$ cat src/console_ctl_map.svh
// offsets, field positions, reset values and timing counts of the console control block
`ifndef CONSOLE_CTL_MAP_SVH
`define CONSOLE_CTL_MAP_SVH

// register offsets (byte addresses)
`define CC_PANEL_OFS 8'h00
`define CC_STATUS_OFS 8'h04

// panel register fields
`define CC_PANEL_LOGIC_LSB 0
`define CC_PANEL_SCALE_LSB 2
`define CC_PANEL_ANALOG_LSB 4
`define CC_PANEL_SLAVE_BIT 6

// status register fields
`define CC_STAT_LOGIC_LSB 0
`define CC_STAT_SCALE_LSB 2
`define CC_STAT_ANALOG_LSB 4
`define CC_STAT_SLAVE_BIT 6
`define CC_STAT_EN_LSB 7

// reset values
`define CC_PANEL_LOGIC_RST 2'h0
`define CC_PANEL_SCALE_RST 2'h0
`define CC_PANEL_ANALOG_RST 2'h0
`define CC_PANEL_SLAVE_RST 1'h0

// timing
`define CC_CLK_PERIOD_NS 5
`define CC_TIMEBASE_PERIOD_NS 1000
`define CC_TB_HALF_CYCLES ((`CC_TIMEBASE_PERIOD_NS / `CC_CLK_PERIOD_NS) / 2)

`endif

$ cat src/console_ctl_pkg.sv
// types of the console control block
package console_ctl_pkg;

  typedef enum logic [1:0] {
    LM_LOAD = 2'h0,
    LM_RUN = 2'h1,
    LM_STOP = 2'h2
  } logic_mode_t;

  // held as {hundreds, tens}
  typedef enum logic [1:0] {
    TS_X1 = 2'h0,
    TS_X10 = 2'h1,
    TS_X100 = 2'h2,
    TS_X1000 = 2'h3
  } time_scale_t;

  typedef enum logic [1:0] {
    AM_IC = 2'h0,
    AM_OP = 2'h1,
    AM_HOLD = 2'h2,
    AM_MHOLD = 2'h3
  } analog_mode_t;

  typedef enum logic {
    TB_LOW = 1'b0,
    TB_HIGH = 1'b1
  } tb_phase_t;

  // patched inputs, pin level: 0 V is logic one
  typedef struct packed {
    logic console_logic_override_en;
    logic console_halt_in;
    logic console_run_in;
    logic console_scale_override_en;
    logic console_scale_tens_in;
    logic console_scale_hundreds_in;
    logic console_analog_override_en;
    logic console_master_hold_in;
    logic console_hold_in;
    logic console_operate_in;
    logic console_clock_override_en;
    logic outside_timebase_en;
    logic outside_timebase_in;
    logic overload_gate_en;
    logic follower_enable_in;
  } patch_pins_n_t;

  // patchboard outputs, pin level: 0 V is logic one
  typedef struct packed {
    logic system_halt_out;
    logic system_run_out;
    logic system_scale_tens_out;
    logic system_scale_hundreds_out;
    logic logic_timebase_out;
    logic follower_button_out;
    logic overload_report_out;
  } board_pins_n_t;

  typedef struct packed {
    tb_phase_t phase;
    logic [6:0] count;
    logic rise;
  } tb_state_t;

  typedef struct packed {
    logic_mode_t panel_logic;
    time_scale_t panel_scale;
    analog_mode_t panel_analog;
    logic slave_button;
    logic_mode_t con_logic;
    time_scale_t con_scale;
    analog_mode_t con_analog;
    logic ext_prev;
    logic tick;
    logic [31:0] rdata;
    board_pins_n_t pins;
  } ctl_state_t;

endpackage

$ cat src/timebase_gen.sv
// internal 1 MHz logic time base generator
`timescale 1ns/100ps
`default_nettype none
`include "console_ctl_map.svh"

module timebase_gen
  import console_ctl_pkg::*;
(
  // clock and reset
  input wire logic mclk,
  input wire logic rst,
  // time base
  output logic level,
  output logic rise
);

  localparam logic [6:0] HALF_LAST = 7'(`CC_TB_HALF_CYCLES - 1);

  tb_state_t st;
  tb_state_t next_st;

  always_comb begin
    next_st = st;
    next_st.rise = 1'b0;
    if (st.count == HALF_LAST) begin
      next_st.count = 7'h00;
      case (st.phase)
        TB_LOW: begin
          next_st.phase = TB_HIGH;
          next_st.rise = 1'b1;
        end
        TB_HIGH: next_st.phase = TB_LOW;
        default: next_st.phase = TB_LOW;
      endcase
    end else begin
      next_st.count = st.count + 7'h01;
    end
  end

  always_ff @(posedge mclk or posedge rst) begin
    if (rst) begin
      st <= '{phase: TB_LOW, count: 7'h00, rise: 1'b0};
    end else begin
      st <= next_st;
    end
  end

  assign level = (st.phase == TB_HIGH);
  assign rise = st.rise;

endmodule
`default_nettype wire

$ cat src/console_mode_override.sv
// console-level logic mode, time scale, clock and slaving control
// Functional notes
// - System logic mode is shown on halt then run outputs: load 00, run 01, stop 10.
// - With logic override enabled the console logic mode follows the patched halt and run.
// - Patched decode: load when both 0, run when only run is 1, stop whenever halt is 1.
// - System time scale is shown on tens and hundreds: x1 00, x10 10, x100 01, x1000 11.
// - With scale override enabled the console scale follows the patched tens and hundreds.
// - The internal 1 MHz time base is an output; the outside time base replaces it as the logic clock when its own enable, clock override or follower enable is on.
// - The latched slave button is driven onto a patchable follower output.
// - Follower enable moves analog mode, time scale and clock control to the patched inputs.
// - Follower enable gates the overload indication onto the overload output.
// - Follower enable equals all five enables together; each enable also works alone.
// - Patched control levels are inverted: logic one is 0 V, logic zero is +5 V.
// - With analog override enabled the console analog mode follows master hold, hold, operate.
// - An unpatched input to an enabled function reads as logic zero.
//
// The implementer's own choices: the placing of the registers and the address-and-strobe port.
`timescale 1ns/100ps
`default_nettype none
`include "console_ctl_map.svh"

module console_mode_override
  import console_ctl_pkg::*;
(
  // clock and reset
  input wire logic mclk,
  input wire logic rst,
  // register port
  input wire logic [7:0] reg_addr,
  input wire logic [31:0] reg_wdata,
  input wire logic reg_wr,
  input wire logic reg_rd,
  output logic [31:0] reg_rdata,
  // patchboard
  input wire patch_pins_n_t patch_n,
  output board_pins_n_t board_n,
  // overload detector of this console
  input wire logic overload_detect,
  // console selections
  output logic_mode_t console_logic_mode,
  output time_scale_t console_scale,
  output analog_mode_t console_analog_mode,
  output logic logic_tick
);

  ctl_state_t st;
  ctl_state_t next_st;
  logic tb_level;
  logic tb_rise;

  timebase_gen u_timebase (
    .mclk(mclk),
    .rst(rst),
    .level(tb_level),
    .rise(tb_rise)
  );

  // pin levels to logic; a floating pin sits at +5 V and so reads as zero
  logic follower_en;
  logic logic_en;
  logic scale_en;
  logic analog_en;
  logic clock_en;
  logic ovl_en;
  logic ext_sel;
  logic ext_level;
  logic ext_rise;
  logic active_tick;
  logic_mode_t patched_logic;
  time_scale_t patched_scale;
  analog_mode_t patched_analog;
  logic_mode_t wr_logic;

  always_comb begin
    follower_en = ~patch_n.follower_enable_in;
    logic_en = ~patch_n.console_logic_override_en | follower_en;
    scale_en = ~patch_n.console_scale_override_en | follower_en;
    analog_en = ~patch_n.console_analog_override_en | follower_en;
    clock_en = ~patch_n.console_clock_override_en | follower_en;
    ovl_en = ~patch_n.overload_gate_en | follower_en;
    ext_sel = ~patch_n.outside_timebase_en | clock_en;
    ext_level = ~patch_n.outside_timebase_in;
    ext_rise = ext_level & ~st.ext_prev;
    active_tick = ext_sel ? ext_rise : tb_rise;
    // halt wins over run
    if (~patch_n.console_halt_in) begin
      patched_logic = LM_STOP;
    end else if (~patch_n.console_run_in) begin
      patched_logic = LM_RUN;
    end else begin
      patched_logic = LM_LOAD;
    end
    patched_scale = time_scale_t'({~patch_n.console_scale_hundreds_in,
                                   ~patch_n.console_scale_tens_in});
    if (~patch_n.console_master_hold_in) begin
      patched_analog = AM_MHOLD;
    end else if (~patch_n.console_hold_in) begin
      patched_analog = AM_HOLD;
    end else if (~patch_n.console_operate_in) begin
      patched_analog = AM_OP;
    end else begin
      patched_analog = AM_IC;
    end
    // an unused 11 code from software is taken as stop
    if (reg_wdata[`CC_PANEL_LOGIC_LSB + 1]) begin
      wr_logic = LM_STOP;
    end else begin
      wr_logic = logic_mode_t'(reg_wdata[`CC_PANEL_LOGIC_LSB +: 2]);
    end
  end

  always_comb begin
    next_st = st;
    next_st.ext_prev = ext_level;
    next_st.tick = active_tick;
    next_st.rdata = 32'h0000_0000;
    if (reg_wr && reg_addr == `CC_PANEL_OFS) begin
      next_st.panel_logic = wr_logic;
      next_st.panel_scale = time_scale_t'(reg_wdata[`CC_PANEL_SCALE_LSB +: 2]);
      next_st.panel_analog = analog_mode_t'(reg_wdata[`CC_PANEL_ANALOG_LSB +: 2]);
      next_st.slave_button = reg_wdata[`CC_PANEL_SLAVE_BIT];
    end
    if (reg_rd) begin
      case (reg_addr)
        `CC_PANEL_OFS: begin
          next_st.rdata[`CC_PANEL_LOGIC_LSB +: 2] = st.panel_logic;
          next_st.rdata[`CC_PANEL_SCALE_LSB +: 2] = st.panel_scale;
          next_st.rdata[`CC_PANEL_ANALOG_LSB +: 2] = st.panel_analog;
          next_st.rdata[`CC_PANEL_SLAVE_BIT] = st.slave_button;
        end
        `CC_STATUS_OFS: begin
          next_st.rdata[`CC_STAT_LOGIC_LSB +: 2] = st.con_logic;
          next_st.rdata[`CC_STAT_SCALE_LSB +: 2] = st.con_scale;
          next_st.rdata[`CC_STAT_ANALOG_LSB +: 2] = st.con_analog;
          next_st.rdata[`CC_STAT_SLAVE_BIT] = follower_en;
          next_st.rdata[`CC_STAT_EN_LSB +: 5] = {ovl_en, clock_en, analog_en, scale_en,
                                                 logic_en};
        end
        default: next_st.rdata = 32'h0000_0000;
      endcase
    end
    // selections move only on the active logic clock so the program sees clean steps
    if (active_tick) begin
      next_st.con_logic = logic_en ? patched_logic : st.panel_logic;
      next_st.con_scale = scale_en ? patched_scale : st.panel_scale;
      next_st.con_analog = analog_en ? patched_analog : st.panel_analog;
    end
    // patchboard pins drive 0 V for logic one
    next_st.pins.system_halt_out = ~st.panel_logic[1];
    next_st.pins.system_run_out = ~st.panel_logic[0];
    next_st.pins.system_scale_tens_out = ~st.panel_scale[0];
    next_st.pins.system_scale_hundreds_out = ~st.panel_scale[1];
    next_st.pins.logic_timebase_out = ~tb_level;
    next_st.pins.follower_button_out = ~st.slave_button;
    next_st.pins.overload_report_out = ~(ovl_en & overload_detect);
  end

  always_ff @(posedge mclk or posedge rst) begin
    if (rst) begin
      st.panel_logic <= logic_mode_t'(`CC_PANEL_LOGIC_RST);
      st.panel_scale <= time_scale_t'(`CC_PANEL_SCALE_RST);
      st.panel_analog <= analog_mode_t'(`CC_PANEL_ANALOG_RST);
      st.slave_button <= `CC_PANEL_SLAVE_RST;
      st.con_logic <= LM_LOAD;
      st.con_scale <= TS_X1;
      st.con_analog <= AM_IC;
      st.ext_prev <= 1'b0;
      st.tick <= 1'b0;
      st.rdata <= 32'h0000_0000;
      st.pins <= 7'h7F;
    end else begin
      st <= next_st;
    end
  end

  assign reg_rdata = st.rdata;
  assign board_n = st.pins;
  assign console_logic_mode = st.con_logic;
  assign console_scale = st.con_scale;
  assign console_analog_mode = st.con_analog;
  assign logic_tick = st.tick;

  property p_sys_logic_out;
    @(posedge mclk) disable iff (rst)
    (reg_wr && reg_addr == `CC_PANEL_OFS && !reg_wdata[1]) |-> ##2
      (board_n.system_halt_out == 1'b1 && board_n.system_run_out == ~$past(reg_wdata[0], 2));
  endproperty
  a_sys_logic_out: assert property (p_sys_logic_out)
    else $error("system logic mode pins do not match panel write");

  property p_sys_stop_out;
    @(posedge mclk) disable iff (rst)
    (reg_wr && reg_addr == `CC_PANEL_OFS && reg_wdata[1]) |-> ##2
      (board_n.system_halt_out == 1'b0 && board_n.system_run_out == 1'b1);
  endproperty
  a_sys_stop_out: assert property (p_sys_stop_out)
    else $error("stop is not shown as halt 1 run 0");

  property p_patched_stop;
    @(posedge mclk) disable iff (rst)
    (active_tick && logic_en && !patch_n.console_halt_in) |=> (console_logic_mode == LM_STOP);
  endproperty
  a_patched_stop: assert property (p_patched_stop)
    else $error("patched halt did not select stop");

  property p_panel_logic_kept;
    @(posedge mclk) disable iff (rst)
    (active_tick && !logic_en) |=> (console_logic_mode == $past(st.panel_logic));
  endproperty
  a_panel_logic_kept: assert property (p_panel_logic_kept)
    else $error("console logic mode left panel selection without override");

  property p_patched_run;
    @(posedge mclk) disable iff (rst)
    (active_tick && follower_en && patch_n.console_halt_in && !patch_n.console_run_in)
      |=> (console_logic_mode == LM_RUN);
  endproperty
  a_patched_run: assert property (p_patched_run)
    else $error("follower enable did not hand logic mode to patched inputs");

  property p_sys_scale_out;
    @(posedge mclk) disable iff (rst)
    (reg_wr && reg_addr == `CC_PANEL_OFS) |-> ##2
      ({board_n.system_scale_hundreds_out, board_n.system_scale_tens_out}
        == ~$past(reg_wdata[3:2], 2));
  endproperty
  a_sys_scale_out: assert property (p_sys_scale_out)
    else $error("system time scale pins do not match panel write");

  property p_patched_scale;
    @(posedge mclk) disable iff (rst)
    (active_tick && scale_en) |=>
      (console_scale == {~$past(patch_n.console_scale_hundreds_in),
                         ~$past(patch_n.console_scale_tens_in)});
  endproperty
  a_patched_scale: assert property (p_patched_scale)
    else $error("console scale did not follow patched scale inputs");

  property p_ext_tick;
    @(posedge mclk) disable iff (rst)
    (ext_sel && ext_rise) |=> logic_tick;
  endproperty
  a_ext_tick: assert property (p_ext_tick)
    else $error("outside time base edge gave no logic tick");

  property p_int_tick;
    @(posedge mclk) disable iff (rst)
    (!ext_sel && !tb_rise) |=> !logic_tick;
  endproperty
  a_int_tick: assert property (p_int_tick)
    else $error("logic tick without internal time base edge");

  property p_follower_out;
    @(posedge mclk) disable iff (rst)
    (reg_wr && reg_addr == `CC_PANEL_OFS) |-> ##2
      (board_n.follower_button_out == ~$past(reg_wdata[6], 2));
  endproperty
  a_follower_out: assert property (p_follower_out)
    else $error("follower output does not show slave button");

  property p_overload_gate;
    @(posedge mclk) disable iff (rst)
    (!ovl_en) |=> board_n.overload_report_out;
  endproperty
  a_overload_gate: assert property (p_overload_gate)
    else $error("overload reported while gate is off");

  property p_master_hold;
    @(posedge mclk) disable iff (rst)
    (active_tick && analog_en && !patch_n.console_master_hold_in)
      |=> (console_analog_mode == AM_MHOLD);
  endproperty
  a_master_hold: assert property (p_master_hold)
    else $error("patched master hold not taken");

  property p_patched_load;
    @(posedge mclk) disable iff (rst)
    (active_tick && logic_en && patch_n.console_halt_in && patch_n.console_run_in)
      |=> (console_logic_mode == LM_LOAD);
  endproperty
  a_patched_load: assert property (p_patched_load)
    else $error("patched inputs both zero did not select load");

  property p_panel_scale_kept;
    @(posedge mclk) disable iff (rst)
    (active_tick && !scale_en) |=> (console_scale == $past(st.panel_scale));
  endproperty
  a_panel_scale_kept: assert property (p_panel_scale_kept)
    else $error("console scale left panel selection without override");

  property p_panel_analog_kept;
    @(posedge mclk) disable iff (rst)
    (active_tick && !analog_en) |=> (console_analog_mode == $past(st.panel_analog));
  endproperty
  a_panel_analog_kept: assert property (p_panel_analog_kept)
    else $error("console analog mode left panel selection without override");

  property p_hold_over_operate;
    @(posedge mclk) disable iff (rst)
    (active_tick && analog_en && patch_n.console_master_hold_in && !patch_n.console_hold_in)
      |=> (console_analog_mode == AM_HOLD);
  endproperty
  a_hold_over_operate: assert property (p_hold_over_operate)
    else $error("patched hold not taken");

  property p_overload_pass;
    @(posedge mclk) disable iff (rst)
    (ovl_en && overload_detect) |=> !board_n.overload_report_out;
  endproperty
  a_overload_pass: assert property (p_overload_pass)
    else $error("gated overload not reported");

  property p_follower_overload;
    @(posedge mclk) disable iff (rst)
    (follower_en && overload_detect) |=> !board_n.overload_report_out;
  endproperty
  a_follower_overload: assert property (p_follower_overload)
    else $error("follower enable did not gate overload out");

  // internal base: one rise every 200 mclk cycles, high for half of them
  property p_tb_period;
    @(posedge mclk) disable iff (rst)
    tb_rise |-> ##200 tb_rise;
  endproperty
  a_tb_period: assert property (p_tb_period)
    else $error("internal time base period is not 1 us");

  property p_tb_high_time;
    @(posedge mclk) disable iff (rst)
    $rose(tb_level) |-> ##100 $fell(tb_level);
  endproperty
  a_tb_high_time: assert property (p_tb_high_time)
    else $error("internal time base is not half high");

  property p_timebase_pin;
    @(posedge mclk) disable iff (rst)
    $rose(tb_level) |=> !board_n.logic_timebase_out;
  endproperty
  a_timebase_pin: assert property (p_timebase_pin)
    else $error("time base pin did not follow internal time base");

  property p_selections_held;
    @(posedge mclk) disable iff (rst)
    !active_tick |=> ($stable(console_logic_mode) && $stable(console_scale)
      && $stable(console_analog_mode));
  endproperty
  a_selections_held: assert property (p_selections_held)
    else $error("console selection moved without a logic tick");

endmodule
`default_nettype wire

$ cat config.mk
export PLATFORM = sky130hd
export DESIGN_NAME = console_mode_override
export DESIGN_NICKNAME = d
export VERILOG_FILES = /design/src/console_ctl_pkg.sv /design/src/timebase_gen.sv /design/src/console_mode_override.sv
export VERILOG_INCLUDE_DIRS = /design/src
export SDC_FILE = /design/constraint.sdc
export NUM_CORES = 1
export LEC_CHECK = 0
export ABC_AREA = 1
export BUFFER_PORTS_ARGS = -buffer_cell sky130_fd_sc_hd__buf_4
export CORE_MARGIN = 3
export CORE_UTILIZATION = 50
export CTS_CLUSTER_SIZE = 8
export DETAILED_ROUTE_END_ITERATION = 8
export PLACE_DENSITY = 0.9
export RECOVER_POWER = 50
export SYNTH_ARGS = -nofsm -noshare
export SYNTH_HDL_FRONTEND = slang
export SYNTH_HIERARCHICAL = 1
export SYNTH_SLANG_ARGS = --single-unit
$ cat constraint.sdc
create_clock -name mclk -period 3.16 [get_ports mclk]
set_input_delay 0.632 -clock mclk [delete_from_list [all_inputs] [get_ports mclk]]
set_output_delay 0.632 -clock mclk [all_outputs]
set_load 0.05 [all_outputs]
==> flow_metrics.py <==
metrics = {
    "clock_tree": {
        "clk_path_buf_depth": 2,
        "root_buffer": "clkbuf_8",
        "cts-htree-levels": 2,
        "cts.sinks": 43,
        "cts_tree": "done",
        "cts_resized": 0,
        "cts_buffers": 5,
        "post_cts_buffers": 0,
        "cts_hold_buf": 0,
        "clk_pin_slew_ps": 80,
        "clk_latency_ps": 300,
    },
    "global_routing": {
        "top_usage_layer": "met2",
        "use_met2_pct": 30.8,
        "use_met3_pct": 4.82,
        "antenna_found_initial": 0,
        "grt_pass1_wl_um": 7250,
        "grt_max_degree": 19,
        "grtUsageTotal_pct": 17.9,
        "grt_overflow": 0,
        "grtUsageMet1_pct": 21.0,
        "grt_pass1_vias": 1588,
    },
    "detailed_routing": {
        "vias": 1626,
        "drt_iter0_drc": 92,
        "drc": 0,
        "wl_per_cell_um": 12.8,
        "drtPass1Iterations": 4,
        "antenna_left": 0,
        "via_per_inst": 4.80,
        "drt_wl_total_um": 4330,
    },
    "floorplanning": {
        "coreArea_um2": 4140,
        "die_h_um": 72.9,
        "die_x_um": 72.9,
        "die_area_um2": 5310,
        "start_util_pct": 54.0,
        "io_pins": 106,
        "row_count": 23,
    },
    "timing": {
        "maxSlewHeadroom_pct": 33.7,
        "tightest_slew_ps": 994,
        "finalMaxSlewViolations": 0,
        "min_period_over_period_pct": 55.6,
        "rsz0062_at_grt": "false",
        "worst_slack_ps": 1400,
        "tns_ps": 0,
        "fin_skew_ps": 5.65,
        "hold_viol": 0,
        "fmax_mhz": 569,
        "setup_viol": 0,
        "min_period_ps": 1760,
    },
    "setup_path": {
        "crit_chain": "clkbuf_1 -> nand3_1 -> nand2_1 -> nand2_1 -> nand2_1 -> nand2_1",
        "arrival_ps": 1950,
        "path_class": "input pin to register",
        "required_ps": 3350,
        "worstRegToRegCells": 6,
        "slowest_stage": "clkbuf_1",
        "r2r_end": "u_timebase/level$_DFFE_PP0N_",
        "reg2reg_slack_ps": 1730,
        "critPathLaunchType": "input pin",
        "cp_max_fo": 12,
        "worstSetupEndpointType": "register",
        "cpPeakStageDelay_ps": 490,
        "path_delay_family": "simple AND/OR/NAND/NOR gates",
        "path_common_cell": "nand2_1",
        "timing.rr.start": "u_timebase/st[1]$_DFF_PP0_",
        "cp.buffers_inverters": 1,
    },
    "final_layout": {
        "final_layout_size_suffix_gt1_share_pct": 30.4,
        "register_area_um2": 1080,
        "syn2layout_area_growth_pct": 12.9,
        "layout.nets": 349,
        "num-fill-cells": 389,
        "multi_input_area_um2": 726,
        "fin_area_um2": 2520,
        "diodes": 0,
    },
    "place": {
        "post-place-ws_ps": 1390,
        "portBuffers": 60,
        "place_congestion": 0.869,
        "hpwlAfterDp_um": 3380,
        "dpl-instance-area_um2": 2450,
    },
    "logic_synthesis": {
        "ys_seq_elements": 43,
        "syn_inst": 250,
        "netlist_area_um2": 2240,
        "yosysSeqAreaShare_pct": 48.5,
        "postSynthAreaPerCell_um2": 8.94,
        "yosysUniqueCellTypes": 25,
        "synth_warnings": 6,
    },
    "job": {
        "drv_cap": 0,
    },
    "power": {
        "p_leak_nw": 1.41,
        "power_density_nw_per_um2": 493,
        "irDropWorstVdd_v": 0.000225,
    },
    "worst_hold_path": {
        "hp-class": "input pin to asynchronous set/reset pin",
    },
    "status": {
        "outcome": "complete, no violations",
    },
}
-- synthesized netlist by cell type --
cell	number	share of area [%]
nor2_1	16	2.7
nand2_2	5	1.4
nand3b_1	1	0.34
inv_2	2	0.34
buf_6	2	1.0
buf_2	1	0.22
o21ai_0	3	0.67
ha_1	1	0.56
nand3_2	1	0.45
a21oi_1	7	1.6
nand3_1	30	6.7
dfrtp_1	36	40
nand2_4	1	0.50
clkinv_2	1	0.22
inv_1	21	3.5
a21oi_2	1	0.39
dfstp_2	7	8.2
nand4_4	1	0.95
nor2_2	3	0.84
xor2_1	2	0.78
nor2_4	3	1.5
conb_1	1	0.17
buf_4	46	15
nand2_1	56	9.4
nand3b_4	2	1.8
-- worst max-delay path by stage --
stage | startpoint | to | cells past startpoint
final | patch_n[0] | console_analog_mode[0]$_DFFE_PP0P_ | 6
after global routing | rst | reg_rdata[10]$_DFF_PP0_ | 3
after CTS | board_n[6]$_DFF_PP1_ | board_n[6] | 1
after detailed placement | reg_addr[1] | st[48]$_DFFE_PP0P_ | 7
after global placement | reg_addr[1] | st[47]$_DFFE_PP0P_ | 7
after floorplan | rst | console_analog_mode[0]$_DFFE_PP0P_ | 1
-- per-stage QoR --
step	power [W]	std cells	utilization, %	hold WS (ps)
global placement	0.000828	331	59.2	392
CTS	0.00126	339	62.0	302
floorplan	0.000797	269	-	382
global route	0.00130	339	60.9	319
detailed placement	0.000832	331	59.2	406
finish	0.00124	339	60.9	303
-- state kept, by name, indices dropped and copies added (netlist names) --
| register | count |
|---|---|
| logic_tick | 1 |
| reg_rdata | 12 |
| u_timebase/rise | 1 |
| u_timebase/level | 1 |
| console_logic_mode | 2 |
| board_n | 7 |
| console_analog_mode | 2 |
| u_timebase/st | 7 |
| console_scale | 2 |
| st | 8 |
-- cell usage in the layout, fill, tap and decap left out, drive strengths merged --
master and instances:
a21oi 8, buf 57, bufinv 1, clkbuf 9
clkinv 2, clkinvlp 1, conb 20, dfrtp 36
dfstp 7, ha 1, inv 23, nand2 62
nand3 31, nand3b 3, nand4 1, nor2 22
o21ai 3, xor2 2
-- area by class of cell --
type	count	share of cell area, %
clock buffer	5	2.73
clock inverter	3	1.74
multi-input combinational	153	28.8
inverter	24	3.62
sequential	43	43.0
tap	50	2.48
timing repair buffer	61	17.7
-- routing by layer --
metal | up-vias | part of all wire [%] | wire length, um
met1 | 763 | 40 | 1720
met4 | 0 | 2.4 | 106
met3 | 8 | 8.3 | 361
li1 | 783 | - | -
met5 | - | 0 | 0
met2 | 72 | 50 | 2150
-- kinds of logic after synthesis --
kind of cell / count (synthesis) / share of synthesized area (%)
other: 1 / 0.168
buffers and inverters: 73 / 20.8
AOI/OAI and AO/OA: 11 / 2.63
adders and majority gates: 1 / 0.560
DFF: 43 / 48.5
xor gates and xnor gates: 2 / 0.784
and+or+nand+nor: 119 / 26.6
-- where the power goes --
group | total, W | internal [W] | switching, W
combinational | 0.000229 | 0.0000626 | 0.000166
clock | 0.000426 | 0.000235 | 0.000191
sequential | 0.000590 | 0.000573 | 0.0000163
total | 0.00124 | 0.000871 | 0.000374
Power figures use the tool's default switching activity.
